==> src/hw/tac_pkg.sv <==
package tac_pkg;
  // ----------------------------------------------------------------
  // Widths
  // ----------------------------------------------------------------
  localparam int ADC_W = 10;
  localparam int THR_W = 8;
  localparam int CH_W = 3;
  localparam int BYTE_W = 8;
  localparam int CNT_W = 4;
  localparam int ADDR_W = 8;
  localparam int DATA_W = 16;
  localparam int IRQ_W = 4;
  // ----------------------------------------------------------------
  // Register offsets and fields
  // ----------------------------------------------------------------
  localparam logic [ADDR_W-1:0] REG_CTRL = 8'h00;
  localparam logic [ADDR_W-1:0] REG_STATUS = 8'h04;
  localparam logic [ADDR_W-1:0] REG_RESULT = 8'h08;
  localparam logic [ADDR_W-1:0] REG_CONFIG = 8'h0C;
  localparam logic [ADDR_W-1:0] REG_IRQ_STAT = 8'h10;
  localparam logic [ADDR_W-1:0] REG_IRQ_MASK = 8'h14;
  localparam int CTRL_SHARED_BIT = 0;
  localparam int IRQ_CONV_DONE = 0;
  localparam int IRQ_OVERTEMP = 1;
  localparam int IRQ_BYTE_WR = 2;
  localparam int IRQ_READ_END = 3;
  // ----------------------------------------------------------------
  // Reset values and codes
  // ----------------------------------------------------------------
  localparam logic [CH_W-1:0] CHAN_TEMP = 3'h0;
  localparam logic [CH_W-1:0] CHAN_BANDGAP = 3'h7;
  localparam logic [CH_W-1:0] CHAN_RESET = 3'h0;
  localparam logic [THR_W-1:0] THR_RESET = 8'h99;
  localparam logic CTRL_SHARED_RESET = 1'b0;
  localparam logic [CNT_W-1:0] READ_BITS = 4'hA;
  localparam logic [CNT_W-1:0] WRITE_LAST = 4'h7;
  // ----------------------------------------------------------------
  // Timing
  // ----------------------------------------------------------------
  localparam int CLK_PERIOD_NS = 40;
  localparam int CONV_TIME_NS = 8000;
  localparam int CONV_CYCLES = (CONV_TIME_NS + CLK_PERIOD_NS - 1) / CLK_PERIOD_NS;
  // ----------------------------------------------------------------
  // Types
  // ----------------------------------------------------------------
  typedef struct packed {
    logic [ADDR_W-1:0] addr;
    logic [DATA_W-1:0] wdata;
    logic wr;
    logic rd;
  } tac_bus_req_t;

  typedef struct packed {
    logic level;
    logic rise;
    logic fall;
  } tac_edge_t;

  typedef enum logic [1:0] {
    SER_IDLE = 2'b00,
    SER_READ = 2'b01,
    SER_WRITE = 2'b10
  } tac_ser_state_t;

  typedef enum logic {
    CV_TRACK = 1'b0,
    CV_CONVERT = 1'b1
  } tac_conv_state_t;
endpackage

==> src/hw/tac_sync.sv <==
`timescale 1ns/1ns
`default_nettype none
module tac_sync (
  // Clock and reset
  input wire logic core_clk,
  input wire logic rst_n,
  // Asynchronous pin and its sampled view
  input wire logic pin,
  output tac_pkg::tac_edge_t sig
);
  import tac_pkg::*;

  logic s1_q;
  logic s2_q;
  logic s3_q;
  logic level_q;

  // ----------------------------------------------------------------
  // Three stage sampler, a change counts once stages two and three agree
  // ----------------------------------------------------------------
  always_ff @(posedge core_clk) begin
    if (!rst_n) begin
      s1_q <= 1'b0;
      s2_q <= 1'b0;
      s3_q <= 1'b0;
    end else begin
      s1_q <= pin;
      s2_q <= s1_q;
      s3_q <= s2_q;
    end
  end

  always_ff @(posedge core_clk) begin
    if (!rst_n) begin
      level_q <= 1'b0;
    end else if (s2_q == s3_q) begin
      level_q <= s3_q;
    end
  end

  always_comb begin
    sig.level = level_q;
    sig.rise = (s2_q == s3_q) && s3_q && !level_q;
    sig.fall = (s2_q == s3_q) && !s3_q && level_q;
  end
endmodule
`default_nettype wire

==> src/hw/tac_conv.sv <==
`timescale 1ns/1ns
`default_nettype none
module tac_conv #(
  parameter int CYCLES = tac_pkg::CONV_CYCLES
) (
  // Clock and reset
  input wire logic core_clk,
  input wire logic rst_n,
  // Start and analog result
  input wire logic start,
  input wire logic [tac_pkg::ADC_W-1:0] adc_data,
  // Sequencer state
  output logic busy,
  output logic hold,
  output logic done,
  output logic [tac_pkg::ADC_W-1:0] result
);
  import tac_pkg::*;

  tac_conv_state_t state_q;
  logic [15:0] cnt_q;
  logic done_q;
  logic [ADC_W-1:0] result_q;

  // ----------------------------------------------------------------
  // Conversion timer
  // ----------------------------------------------------------------
  always_ff @(posedge core_clk) begin
    if (!rst_n) begin
      state_q <= CV_TRACK;
      cnt_q <= 16'h0000;
      done_q <= 1'b0;
    end else begin
      done_q <= 1'b0;
      case (state_q)
        CV_TRACK: begin
          if (start) begin
            state_q <= CV_CONVERT;
            cnt_q <= 16'(CYCLES - 1);
          end
        end
        CV_CONVERT: begin
          if (cnt_q == 16'h0000) begin
            state_q <= CV_TRACK;
            done_q <= 1'b1;
          end else begin
            cnt_q <= cnt_q - 16'h0001;
          end
        end
        default: state_q <= CV_TRACK;
      endcase
    end
  end

  always_ff @(posedge core_clk) begin
    if (!rst_n) begin
      result_q <= 10'h000;
    end else if (state_q == CV_CONVERT && cnt_q == 16'h0000) begin
      result_q <= adc_data;
    end
  end

  assign busy = (state_q == CV_CONVERT);
  assign hold = (state_q == CV_CONVERT);
  assign done = done_q;
  assign result = result_q;
endmodule
`default_nettype wire

==> src/hw/tac_top.sv <==
// Summary of operation
// - Start falling edge begins conversion, enters hold
// - Conversion end returns track/hold to track
// - Start low at conversion end powers down
// - Temperature result above threshold drives flag low
// - Read/write select rising edge releases flag
// - Data out on falling, in on rising
// - Output floats on select fall or port-select rise; the shared pin ignores port select and floats on select fall only
// - Shared pin carries data both ways
// - Written channel register picks converted input
// - Byte decode: channel or threshold register
// - Channel codes; channel resets to temperature
// - Compare upper eight result bits to threshold
// - Busy output high throughout each conversion
//
// Added by the designer: the register addresses and strobed register access.
`timescale 1ns/1ns
`default_nettype none
module tac_top #(
  parameter int CONV_CYCLES = tac_pkg::CONV_CYCLES
) (
  // Clock and reset
  input wire logic core_clk,
  input wire logic rst_n,
  // Register port
  input wire tac_pkg::tac_bus_req_t bus_req,
  output logic [tac_pkg::DATA_W-1:0] bus_rdata,
  output logic irq,
  // Conversion control pins
  input wire logic conv_start_n,
  output logic busy,
  output logic overtemp_flag_n,
  // Serial port pins
  input wire logic sclk,
  input wire logic rd_wr,
  input wire logic port_sel_n,
  input wire logic din,
  output logic dout,
  output logic dout_oe,
  input wire logic sdio_i,
  output logic sdio_o,
  output logic sdio_oe,
  // Analog core
  input wire logic [tac_pkg::ADC_W-1:0] adc_data,
  output logic [tac_pkg::CH_W-1:0] chan_sel,
  output logic track_hold,
  output logic power_down
);
  import tac_pkg::*;

  // ----------------------------------------------------------------
  // Helpers
  // ----------------------------------------------------------------
  function automatic logic tac_is_chan_byte(input logic [BYTE_W-1:0] b);
    tac_is_chan_byte = (b[BYTE_W-1:CH_W] == 5'h00);
  endfunction

  function automatic logic tac_hit(input tac_bus_req_t r, input logic [ADDR_W-1:0] a);
    tac_hit = (r.addr == a);
  endfunction

  // ----------------------------------------------------------------
  // Declarations
  // ----------------------------------------------------------------
  tac_edge_t cs_e;
  tac_edge_t sclk_e;
  tac_edge_t rw_e;
  tac_edge_t ps_e;
  tac_edge_t dat_e;
  logic shared_q;
  logic data_pin;
  logic port_en;
  logic conv_busy;
  logic conv_hold;
  logic conv_done;
  logic [ADC_W-1:0] conv_result;
  logic [CH_W-1:0] chan_q;
  logic [CH_W-1:0] conv_chan_q;
  logic [THR_W-1:0] thr_q;
  logic ot_q;
  logic pd_q;
  tac_ser_state_t ser_q;
  logic [ADC_W-1:0] rsh_q;
  logic [BYTE_W-1:0] wsh_q;
  logic [CNT_W-1:0] cnt_q;
  logic byte_done;
  logic [BYTE_W-1:0] byte_val;
  logic read_start;
  logic read_end;
  logic ot_set;
  logic ot_rel;
  logic [IRQ_W-1:0] irq_stat_q;
  logic [IRQ_W-1:0] irq_mask_q;
  logic [IRQ_W-1:0] irq_ev;
  logic [DATA_W-1:0] rdata_d;
  logic [DATA_W-1:0] rdata_q;

  // ----------------------------------------------------------------
  // Pin samplers
  // ----------------------------------------------------------------
  assign data_pin = shared_q ? sdio_i : din;

  tac_sync u_sync_cs (
    .core_clk(core_clk),
    .rst_n(rst_n),
    .pin(conv_start_n),
    .sig(cs_e)
  );

  tac_sync u_sync_sclk (
    .core_clk(core_clk),
    .rst_n(rst_n),
    .pin(sclk),
    .sig(sclk_e)
  );

  tac_sync u_sync_rw (
    .core_clk(core_clk),
    .rst_n(rst_n),
    .pin(rd_wr),
    .sig(rw_e)
  );

  tac_sync u_sync_ps (
    .core_clk(core_clk),
    .rst_n(rst_n),
    .pin(port_sel_n),
    .sig(ps_e)
  );

  tac_sync u_sync_dat (
    .core_clk(core_clk),
    .rst_n(rst_n),
    .pin(data_pin),
    .sig(dat_e)
  );

  // ----------------------------------------------------------------
  // Conversion sequencer
  // ----------------------------------------------------------------
  tac_conv #(
    .CYCLES(CONV_CYCLES)
  ) u_conv (
    .core_clk(core_clk),
    .rst_n(rst_n),
    .start(cs_e.fall),
    .adc_data(adc_data),
    .busy(conv_busy),
    .hold(conv_hold),
    .done(conv_done),
    .result(conv_result)
  );

  assign busy = conv_busy;
  assign track_hold = conv_hold;
  assign chan_sel = chan_q;

  // Channel checked by the overtemperature flag is frozen for the whole conversion; chan_sel follows chan_q
  always_ff @(posedge core_clk) begin
    if (!rst_n) begin
      conv_chan_q <= CHAN_RESET;
    end else if (cs_e.fall && !conv_busy) begin
      conv_chan_q <= chan_q;
    end
  end

  // ----------------------------------------------------------------
  // Power down
  // ----------------------------------------------------------------
  always_ff @(posedge core_clk) begin
    if (!rst_n) begin
      pd_q <= 1'b0;
    end else if (conv_done && !cs_e.level) begin
      pd_q <= 1'b1;
    end else if (cs_e.rise) begin
      pd_q <= 1'b0;
    end
  end

  assign power_down = pd_q;

  // ----------------------------------------------------------------
  // Overtemperature flag
  // ----------------------------------------------------------------
  assign ot_set = conv_done && (conv_chan_q == CHAN_TEMP)
                  && (conv_result[ADC_W-1:ADC_W-THR_W] > thr_q);
  assign ot_rel = (conv_done && (conv_chan_q == CHAN_TEMP) && !ot_set) || read_start;

  always_ff @(posedge core_clk) begin
    if (!rst_n) begin
      ot_q <= 1'b0;
    end else if (ot_set) begin
      ot_q <= 1'b1;
    end else if (ot_rel) begin
      ot_q <= 1'b0;
    end
  end

  assign overtemp_flag_n = !ot_q;

  // ----------------------------------------------------------------
  // Serial port
  // ----------------------------------------------------------------
  assign port_en = shared_q || !ps_e.level;
  assign read_start = rw_e.rise && port_en;
  assign read_end = (ser_q == SER_READ)
                    && (rw_e.fall || (!shared_q && ps_e.rise));
  assign byte_done = (ser_q == SER_WRITE) && port_en && sclk_e.rise
                     && !rw_e.level && (cnt_q == WRITE_LAST);
  assign byte_val = {wsh_q[BYTE_W-2:0], dat_e.level};

  always_ff @(posedge core_clk) begin
    if (!rst_n) begin
      ser_q <= SER_IDLE;
    end else if (read_start) begin
      ser_q <= SER_READ;
    end else begin
      case (ser_q)
        SER_IDLE: begin
          if (port_en && !rw_e.level) begin
            ser_q <= SER_WRITE;
          end
        end
        SER_READ: begin
          if (read_end) begin
            ser_q <= SER_IDLE;
          end
        end
        SER_WRITE: begin
          if (!port_en || rw_e.level) begin
            ser_q <= SER_IDLE;
          end
        end
        default: ser_q <= SER_IDLE;
      endcase
    end
  end

  // Bit counter shared by both directions
  always_ff @(posedge core_clk) begin
    if (!rst_n) begin
      cnt_q <= 4'h0;
    end else if (read_start || ser_q == SER_IDLE) begin
      cnt_q <= 4'h0;
    end else if (ser_q == SER_READ && port_en && sclk_e.fall && cnt_q != READ_BITS) begin
      cnt_q <= cnt_q + 4'h1;
    end else if (ser_q == SER_WRITE && port_en && sclk_e.rise && !rw_e.level) begin
      cnt_q <= (cnt_q == WRITE_LAST) ? 4'h0 : cnt_q + 4'h1;
    end
  end

  // Read shifter, MSB presented first and advanced on falling clock
  always_ff @(posedge core_clk) begin
    if (!rst_n) begin
      rsh_q <= 10'h000;
    end else if (read_start) begin
      rsh_q <= conv_result;
    end else if (ser_q == SER_READ && port_en && sclk_e.fall) begin
      rsh_q <= {rsh_q[ADC_W-2:0], 1'b0};
    end
  end

  // Write shifter, captured on rising clock
  always_ff @(posedge core_clk) begin
    if (!rst_n) begin
      wsh_q <= 8'h00;
    end else if (ser_q == SER_WRITE && port_en && sclk_e.rise && !rw_e.level) begin
      wsh_q <= byte_val;
    end
  end

  // Control byte decode
  always_ff @(posedge core_clk) begin
    if (!rst_n) begin
      chan_q <= CHAN_RESET;
    end else if (byte_done && tac_is_chan_byte(byte_val)) begin
      chan_q <= byte_val[CH_W-1:0];
    end
  end

  always_ff @(posedge core_clk) begin
    if (!rst_n) begin
      thr_q <= THR_RESET;
    end else if (byte_done && !tac_is_chan_byte(byte_val)) begin
      thr_q <= byte_val;
    end
  end

  // Output drivers float outside a read
  always_comb begin
    dout = rsh_q[ADC_W-1];
    sdio_o = rsh_q[ADC_W-1];
    dout_oe = (ser_q == SER_READ) && !shared_q && !ps_e.level && rw_e.level;
    sdio_oe = (ser_q == SER_READ) && shared_q && rw_e.level;
  end

  // ----------------------------------------------------------------
  // Interrupts
  // ----------------------------------------------------------------
  always_comb begin
    irq_ev = '0;
    irq_ev[IRQ_CONV_DONE] = conv_done;
    irq_ev[IRQ_OVERTEMP] = ot_set;
    irq_ev[IRQ_BYTE_WR] = byte_done;
    irq_ev[IRQ_READ_END] = read_end;
  end

  // Set wins over a write-one clear in the same cycle
  always_ff @(posedge core_clk) begin
    if (!rst_n) begin
      irq_stat_q <= '0;
    end else if (bus_req.wr && tac_hit(bus_req, REG_IRQ_STAT)) begin
      irq_stat_q <= (irq_stat_q & ~bus_req.wdata[IRQ_W-1:0]) | irq_ev;
    end else begin
      irq_stat_q <= irq_stat_q | irq_ev;
    end
  end

  always_ff @(posedge core_clk) begin
    if (!rst_n) begin
      irq_mask_q <= '0;
    end else if (bus_req.wr && tac_hit(bus_req, REG_IRQ_MASK)) begin
      irq_mask_q <= bus_req.wdata[IRQ_W-1:0];
    end
  end

  assign irq = |(irq_stat_q & irq_mask_q);

  // ----------------------------------------------------------------
  // Register port
  // ----------------------------------------------------------------
  always_ff @(posedge core_clk) begin
    if (!rst_n) begin
      shared_q <= CTRL_SHARED_RESET;
    end else if (bus_req.wr && tac_hit(bus_req, REG_CTRL)) begin
      shared_q <= bus_req.wdata[CTRL_SHARED_BIT];
    end
  end

  always_comb begin
    rdata_d = '0;
    if (bus_req.rd) begin
      case (bus_req.addr)
        REG_CTRL: rdata_d[CTRL_SHARED_BIT] = shared_q;
        REG_STATUS: rdata_d = {8'h00, ser_q == SER_READ, ser_q == SER_WRITE,
                               chan_q, ot_q, pd_q, conv_busy};
        REG_RESULT: rdata_d[ADC_W-1:0] = conv_result;
        REG_CONFIG: rdata_d = {5'h00, chan_q, thr_q};
        REG_IRQ_STAT: rdata_d[IRQ_W-1:0] = irq_stat_q;
        REG_IRQ_MASK: rdata_d[IRQ_W-1:0] = irq_mask_q;
        default: rdata_d = '0;
      endcase
    end
  end

  always_ff @(posedge core_clk) begin
    if (!rst_n) begin
      rdata_q <= '0;
    end else begin
      rdata_q <= rdata_d;
    end
  end

  assign bus_rdata = rdata_q;
endmodule
`default_nettype wire

==> config.mk <==
export PLATFORM = sky130hd
export DESIGN_NAME = tac_top
export DESIGN_NICKNAME = d
export VERILOG_FILES = /design/src/hw/tac_pkg.sv /design/src/hw/tac_sync.sv /design/src/hw/tac_conv.sv /design/src/hw/tac_top.sv
export SDC_FILE = /design/constraint.sdc
export NUM_CORES = 1
export LEC_CHECK = 0
export BUFFER_PORTS_ARGS = -buffer_cell sky130_fd_sc_hd__buf_2
export CAP_MARGIN = 0
export CORE_MARGIN = 3
export CORE_UTILIZATION = 50
export CTS_CLUSTER_DIAMETER = 60
export CTS_CLUSTER_SIZE = 10
export DETAILED_ROUTE_END_ITERATION = 12
export PLACE_DENSITY = 0.71
export SETUP_SLACK_MARGIN = 0.2
export SYNTH_ARGS = -nofsm -noshare
export SYNTH_HDL_FRONTEND = slang
export SYNTH_SLANG_ARGS = --single-unit
==> constraint.sdc <==
create_clock -name core_clk -period 4.01 [get_ports core_clk]
set_input_delay 0.2005 -clock core_clk [delete_from_list [all_inputs] [get_ports core_clk]]
set_output_delay 0.2005 -clock core_clk [all_outputs]
set_load 0.005 [all_outputs]
# ---- Word level (Yosys, flattened, before mapping)
# Index checks and enable logic that the tools add are counted.
dict set report classes {
  n_addsub 2
  shifts 0
  n_reduce_logical 77
  bitwise 7
  n_mux 26
  div_mod_pow 0
  multipliers 0
  magnitude_cmp 1
  eq_ne 22
}
# op n
set op_table {}
lappend op_table {{$logic_and A1 B1 Y1} 41}
lappend op_table {{$mux W16} 2}
lappend op_table {{$pmux W16 S2} 1}
lappend op_table {{$mux W10} 2}
lappend op_table {{$pmux W6 S3} 1}
lappend op_table {{$eq A8 B4 Y1 const B} 2}
lappend op_table {{$eq A8 B5 Y1 const B} 2}
lappend op_table {{$logic_not A16 Y1} 1}
lappend op_table {{$mux W4} 4}
lappend op_table {{$sub A16 B1 Y16 const B} 1}
lappend op_table {{$pmux W3 S5} 1}
lappend op_table {{$logic_not A1 Y1} 13}
lappend op_table {{$mux W1} 9}
lappend op_table {{$ne A3 B3 Y1 const B} 3}
lappend op_table {{$reduce_and A3 Y1} 3}
lappend op_table {{$and A4 B4 Y4} 2}
lappend op_table {{$eq A8 B3 Y1 const B} 1}
lappend op_table {{$gt A8 B8 Y1} 1}
lappend op_table {{$logic_not A8 Y1} 1}
lappend op_table {{$ne A2 B2 Y1 const B} 4}
lappend op_table {{$or A4 B4 Y4} 2}
lappend op_table {{$reduce_bool A2 Y1} 4}
lappend op_table {{$mux W2} 3}
lappend op_table {{$pmux W1 S6} 1}
lappend op_table {{18 further kinds} 30}
dict set report word_totals {
  ramBits 0
  output_inout_bits 28
  latchBits 0
  n_memories 0
  register_bits 112
  rom_bits 0
}

# ---- Logic depth before layout (Yosys ltp)
dict set report logic_depth {
  ltp_word 9
  depth_mapped 7
  ltp_nobuf 6
}

# ---- Cells and area by module
# A second synthesis with hierarchy kept.
dict set report hier_totals {
  cells_unflattened 575
  area_unflattened_um2 5213.8
}
# mod cells_each instances seq_area_each_um2 area_each_um2
set modules_own_cells {}
lappend modules_own_cells {tac_top 331 1 1181.1 2967.8}
lappend modules_own_cells {tac_conv 164 1 560.5 1407.6}
lappend modules_own_cells {tac_sync 16 5 80.1 167.7}

# ---- Worst setup path before layout
# OpenSTA, ideal clock, no wires.
dict set report synth_timing {
  path_type {register -> register}
  from {register u_conv.cnt_q[2]}
  to {register u_conv.cnt_q[13]}
  n_path_buf 2
  path_slack_ns 1.888
  required_ns 3.939
  path_stages_with_launch 7
  t_arrival_ns 2.051
  path_cell_list {dfxtp_1 > or4_1 > buf_2 > or3_1 > buf_2 > or4_1 > a21oi_1}
}
dict set report synth_between {
  elab_chain_cells 3
  word_cells_on_any_way 6
  cone_classes {1 x add/sub; 1 x eq/ne; 2 x mux; 2 x reduce/logical}
}
# item line
set synth_rtl {}
lappend synth_rtl {{start: declaration} tac_conv.sv:21} ;# logic [15:0] cnt_q;
lappend synth_rtl {{start signal: assignment} tac_conv.sv:39} ;# cnt_q <= 16'(CYCLES - 1);
lappend synth_rtl {{start signal: assignment} tac_conv.sv:47} ;# cnt_q <= cnt_q - 16'h0001;
lappend synth_rtl {{$sub A16 B1 Y16 / $logic_not A16 Y1 (equally long branches)} {tac_conv.sv:47, tac_conv.sv:43}}
lappend synth_rtl {{$mux W16 / $ne A2 B2 Y1 (equally long branches)} --}
lappend synth_rtl {{$pmux W16 S2 / $reduce_and A2 Y1 (equally long branches)} --}
# Parallel ways exist; a longest one is shown, timed or not. The select of a mux whose other input is x is not followed.
# A chain may end at the register's enable or synchronous reset.

# ---- Worst setup path after layout
dict set report layout_timing {
  from {register u_conv.cnt_q[2]}
  to {register u_conv.result_q[7], in the netlist u_conv.result[7]}
}
dict set report layout_between {
  elab_chain_cells 2
}
# item line
set layout_rtl {}
lappend layout_rtl {{$logic_not A16 Y1} tac_conv.sv:58} ;# end else if (state_q == CV_CONVERT && cnt_q == 16'h0000) begin
lappend layout_rtl {{$logic_and A1 B1 Y1} tac_conv.sv:58}
lappend layout_rtl {{end signal: assignment} tac_conv.sv:59} ;# result_q <= adc_data;
lappend layout_rtl {{end: declaration} tac_conv.sv:23} ;# logic [ADC_W-1:0] result_q;
# No other way between the ends.

==> impl_metrics.json <==
{
  "drt_iter0_markers": 301,
  "die_h_um": 105.2,
  "yosysMostFrequentCell": "dfxtp_1",
  "stdcell_count": 727,
  "cp_num_buf_inv": 0,
  "maxCapViolations": 0,
  "grt_busiest_layer": "met2",
  "status": "complete, no violations",
  "row_count": 35,
  "cp_max_fo": 10,
  "synthToLayoutAreaGrowth_pct": 10.27,
  "portBuffers": 54,
  "grt_pass1_vias": 3924,
  "grtUsageMet2_pct": 32.42,
  "path_cells": "or4_1 -> nor3_1 -> nand4_1 -> a21oi_1",
  "antenna_cells": 0,
  "clk_pin_slew_ps": 100,
  "ir_drop_mv": 0.2060,
  "fin_setup_tns_ps": 0,
  "hp-class": "in2reg",
  "grt.met1_usage_pct": 30.90,
  "p_per_area_mw_per_mm2": 347.9,
  "cp-endpoint": "u_conv.result[7]$_SDFFE_PN0P_",
  "worstSetupStartpoint": "u_conv.cnt_q[2]$_SDFFE_PN0P_",
  "gp_congestion": 0.8603,
  "synth_ff_type": "dfxtp_1",
  "synth-seq-cells": 107,
  "synth_top_family_by_area": "simple AND/OR/NAND/NOR gates",
  "io_pins": 72,
  "grt_max_degree": 49,
  "post-cts-setup-buffers": 0,
  "startpoint_type": "register",
  "synth_cells": 560,
  "ys_async_sr_fraction_pct": 0,
  "p_switching_uw": 462.8,
  "slowest_delay_ps": 960,
  "synth_top_area_share_pct": 43.51,
  "grt_pass1_wl_um": 19490,
  "h-tree-depth": 3,
  "r2r_slack_ps": 1540,
  "hold_viol": 0,
  "synth_enable_flop_cells": 0,
  "via_count": 4203,
  "cts_made_buffers": 9,
  "syn-cell-area_mm2": 0.004923,
  "gr-usage-met3_pct": 4.470,
  "synth_compound_area_share_pct": 15.48,
  "dp.cells": 711,
  "cts_root_buffer": "clkbuf_8",
  "p_comb_share_pct": 6.1,
  "max_freq_mhz": 404.5,
  "die-area_mm2": 0.01107,
  "insertion_delay_ps": 370,
  "synth_area_per_cell_um2": 8.792,
  "slowest_stage": "nor3_1",
  "slew_headroom_pct": 23.52,
  "fin_crit_sh_pct": 61.66,
  "numClockSinks": 107,
  "place_hpwl_um": 8467,
  "cp_data_arrival_time_ps": 2770,
  "slew_violations": 0,
  "rr_worst_depth": 4,
  "yosys.area_share.simple_pct": 22.11,
  "crit_family": "simple AND/OR/NAND/NOR gates",
  "p_sw_share_pct": 24.51,
  "routed_via_density": 5.781,
  "ctsResizeCount": 0,
  "leakage_nw": 2.198,
  "core_mm2": 0.009415,
  "rsz0062_at_grt": "false",
  "internal_power_mw": 1.426,
  "finalClockSkew_ps": 5.926,
  "critPathRequiredTime_ps": 4310,
  "whs_ps": 26.66,
  "synthXorXnorAreaFrac_pct": 0,
  "rr_startpoint": "u_conv.cnt_q[2]$_SDFFE_PN0P_",
  "crit_type": "reg2reg",
  "synth_mux_area_share_pct": 8.539,
  "drc": 0,
  "ys_top_cells_by_area": "dfxtp_1, mux2i_1, ha_1, a21oi_1, o21ai_0",
  "synth_cell_types": 53,
  "yosys_warnings": 0,
  "ys_seq_area_share_pct": 43.51,
  "post_drt_wl_per_cell_um": 16.11,
  "clock_path_buffers": 2,
  "first_pass_iters": 5,
  "worstReg2RegEnd": "u_conv.result[7]$_SDFFE_PN0P_",
  "yosysTopAreaCell": "dfxtp_1",
  "grt_usage_pct": 21.52,
  "layout.nets": 656,
  "tightest_slew_ps": 1138,
  "die_w_um": 105.2,
  "grt_overflow_total": 0,
  "cp_num_cells": 4,
  "ant_nets": 0,
  "min_period_ps": 2472,
  "pwr-share-seq_pct": 57.2,
  "setup-violations-final": 0,
  "yosys.area_share.adder_pct": 4.828,
  "clkPwrFrac_pct": 36.7,
  "cts_tree": "built",
  "synth_common_cells": "dfxtp_1, a21oi_1, nand2_1, o21ai_0, nor2_1",
  "drt_wl_total_um": 11710,
  "antenna_found_initial": 0,
  "cp-end-kind": "register",
  "initial_utilization_pct": 52.29,
  "drive_gt1_share_pct": 14.38,
  "holdBufCountCts": 0
}
layout by cell type, fill, tap and decap left out, types with 3 or more instances in the layout:
master,instances
and3_1,8
nor2_1,35
nor3_1,6
nand4_1,16
o311ai_0,3
dfxtp_1,107
and2_1,14
a31oi_1,3
nand3b_1,3
mux2i_1,33
or4_1,12
a21o_1,3
or3_1,11
o31ai_1,5
a22oi_1,7
a211oi_1,5
mux2_2,6
buf_2,54
nor4_1,8
conb_1,5
nand2b_1,12
buf_4,3
clkbuf_8,10
inv_1,24
nand3_1,13
nand2_1,47
a21oi_1,47
ha_1,19
nor2b_1,5
a221oi_1,3
o21ai_0,40
state kept, by name, summed over array words and instances (netlist names), 2 cells and up:
| register | count |
|---|---|
| cnt_q | 4 |
| conv_chan_q | 3 |
| bus_rdata | 11 |
| u_conv.cnt_q | 16 |
| u_conv.result | 10 |
| wsh_q | 7 |
| thr_q | 8 |
| rsh_q | 10 |
| irq_mask_q | 4 |
| chan_sel | 3 |
| ser_q | 2 |
| irq_stat_q | 4 |
area by class of cell:
| class | instances | area, µm² |
|---|---|---|
| fillers | 868 | 3986 |
| multi-input cells | 393 | 2527 |
| flip-flops and latches | 107 | 2142 |
| repair buffers | 57 | 292.8 |
| well taps | 129 | 161.4 |
| clock buffers | 10 | 137.6 |
| inverters | 25 | 93.84 |
| clock inverters | 6 | 73.82 |
worst register-to-register path, cell delays in order (launching register included):
cell and delay, ps:
dfxtp_1 370, or4_1 670, nor3_1 960, nand4_1 210, a21oi_1 190
cells by family (layout without fill, tap and decap cells):
family,Yosys count,in the layout
AOI/OAI and AO/OA,128,128
adders and majority gates,19,19
buffers and inverters,64,98
DFF,107,107
muxes,40,40
other,1,5
and+or+nand+nor,201,201
layer usage:
| layer | vias up | wire [µm] |
|---|---|---|
| li1 | 2071 | - |
| met1 | 1960 | 5556 |
| met2 | 150 | 5140 |
| met3 | 22 | 748 |
| met4 | 0 | 264 |
| met5 | - | 0 |
power groups by stage:
| stage | Clock, mW | Sequential [mW] | Combinational (mW) |
|---|---|---|---|
| 3_3_place_gp | 0 | 1.10 | 0.110 |
| 6_report | 0.693 | 1.08 | 0.115 |
| 5_1_grt | 0.747 | 1.08 | 0.128 |
| 4_1_cts | 0.711 | 1.08 | 0.114 |
| 2_1_floorplan | 0 | 1.10 | 0.0806 |
| 3_5_place_dp | 0 | 1.11 | 0.113 |
how the worst min path moves through the flow:
stage                                        to        from  slack (ps)  cells after the start
CTS                 u_sync_sclk.s1_q$_SDFF_PN0_        sclk          10                      2
floorplan              irq_stat_q[0]$_SDFF_PN0_  bus_req[2]         300                      1
global route          u_sync_ps.s1_q$_SDFF_PN0_  port_sel_n          20                      2
global placement    u_sync_sclk.s1_q$_SDFF_PN0_        sclk         410                      2
detailed placement  u_sync_sclk.s1_q$_SDFF_PN0_        sclk         410                      2
finish              u_sync_sclk.s1_q$_SDFF_PN0_        sclk          30                      2
through the flow:
stage	worst slack [ps]	instance area (µm²)	utilization [%]	power, mW
after CTS	1593	5429	57.66	1.906
after detailed placement	1597	5218	55.42	1.218
final	1538	5429	57.66	1.889
after global placement	1645	5218	55.42	1.214
after floorplan	1888	4938	-	1.183
after global routing	1335	5429	57.66	1.958
No activity file was read; power rests on OpenSTA's default activity.
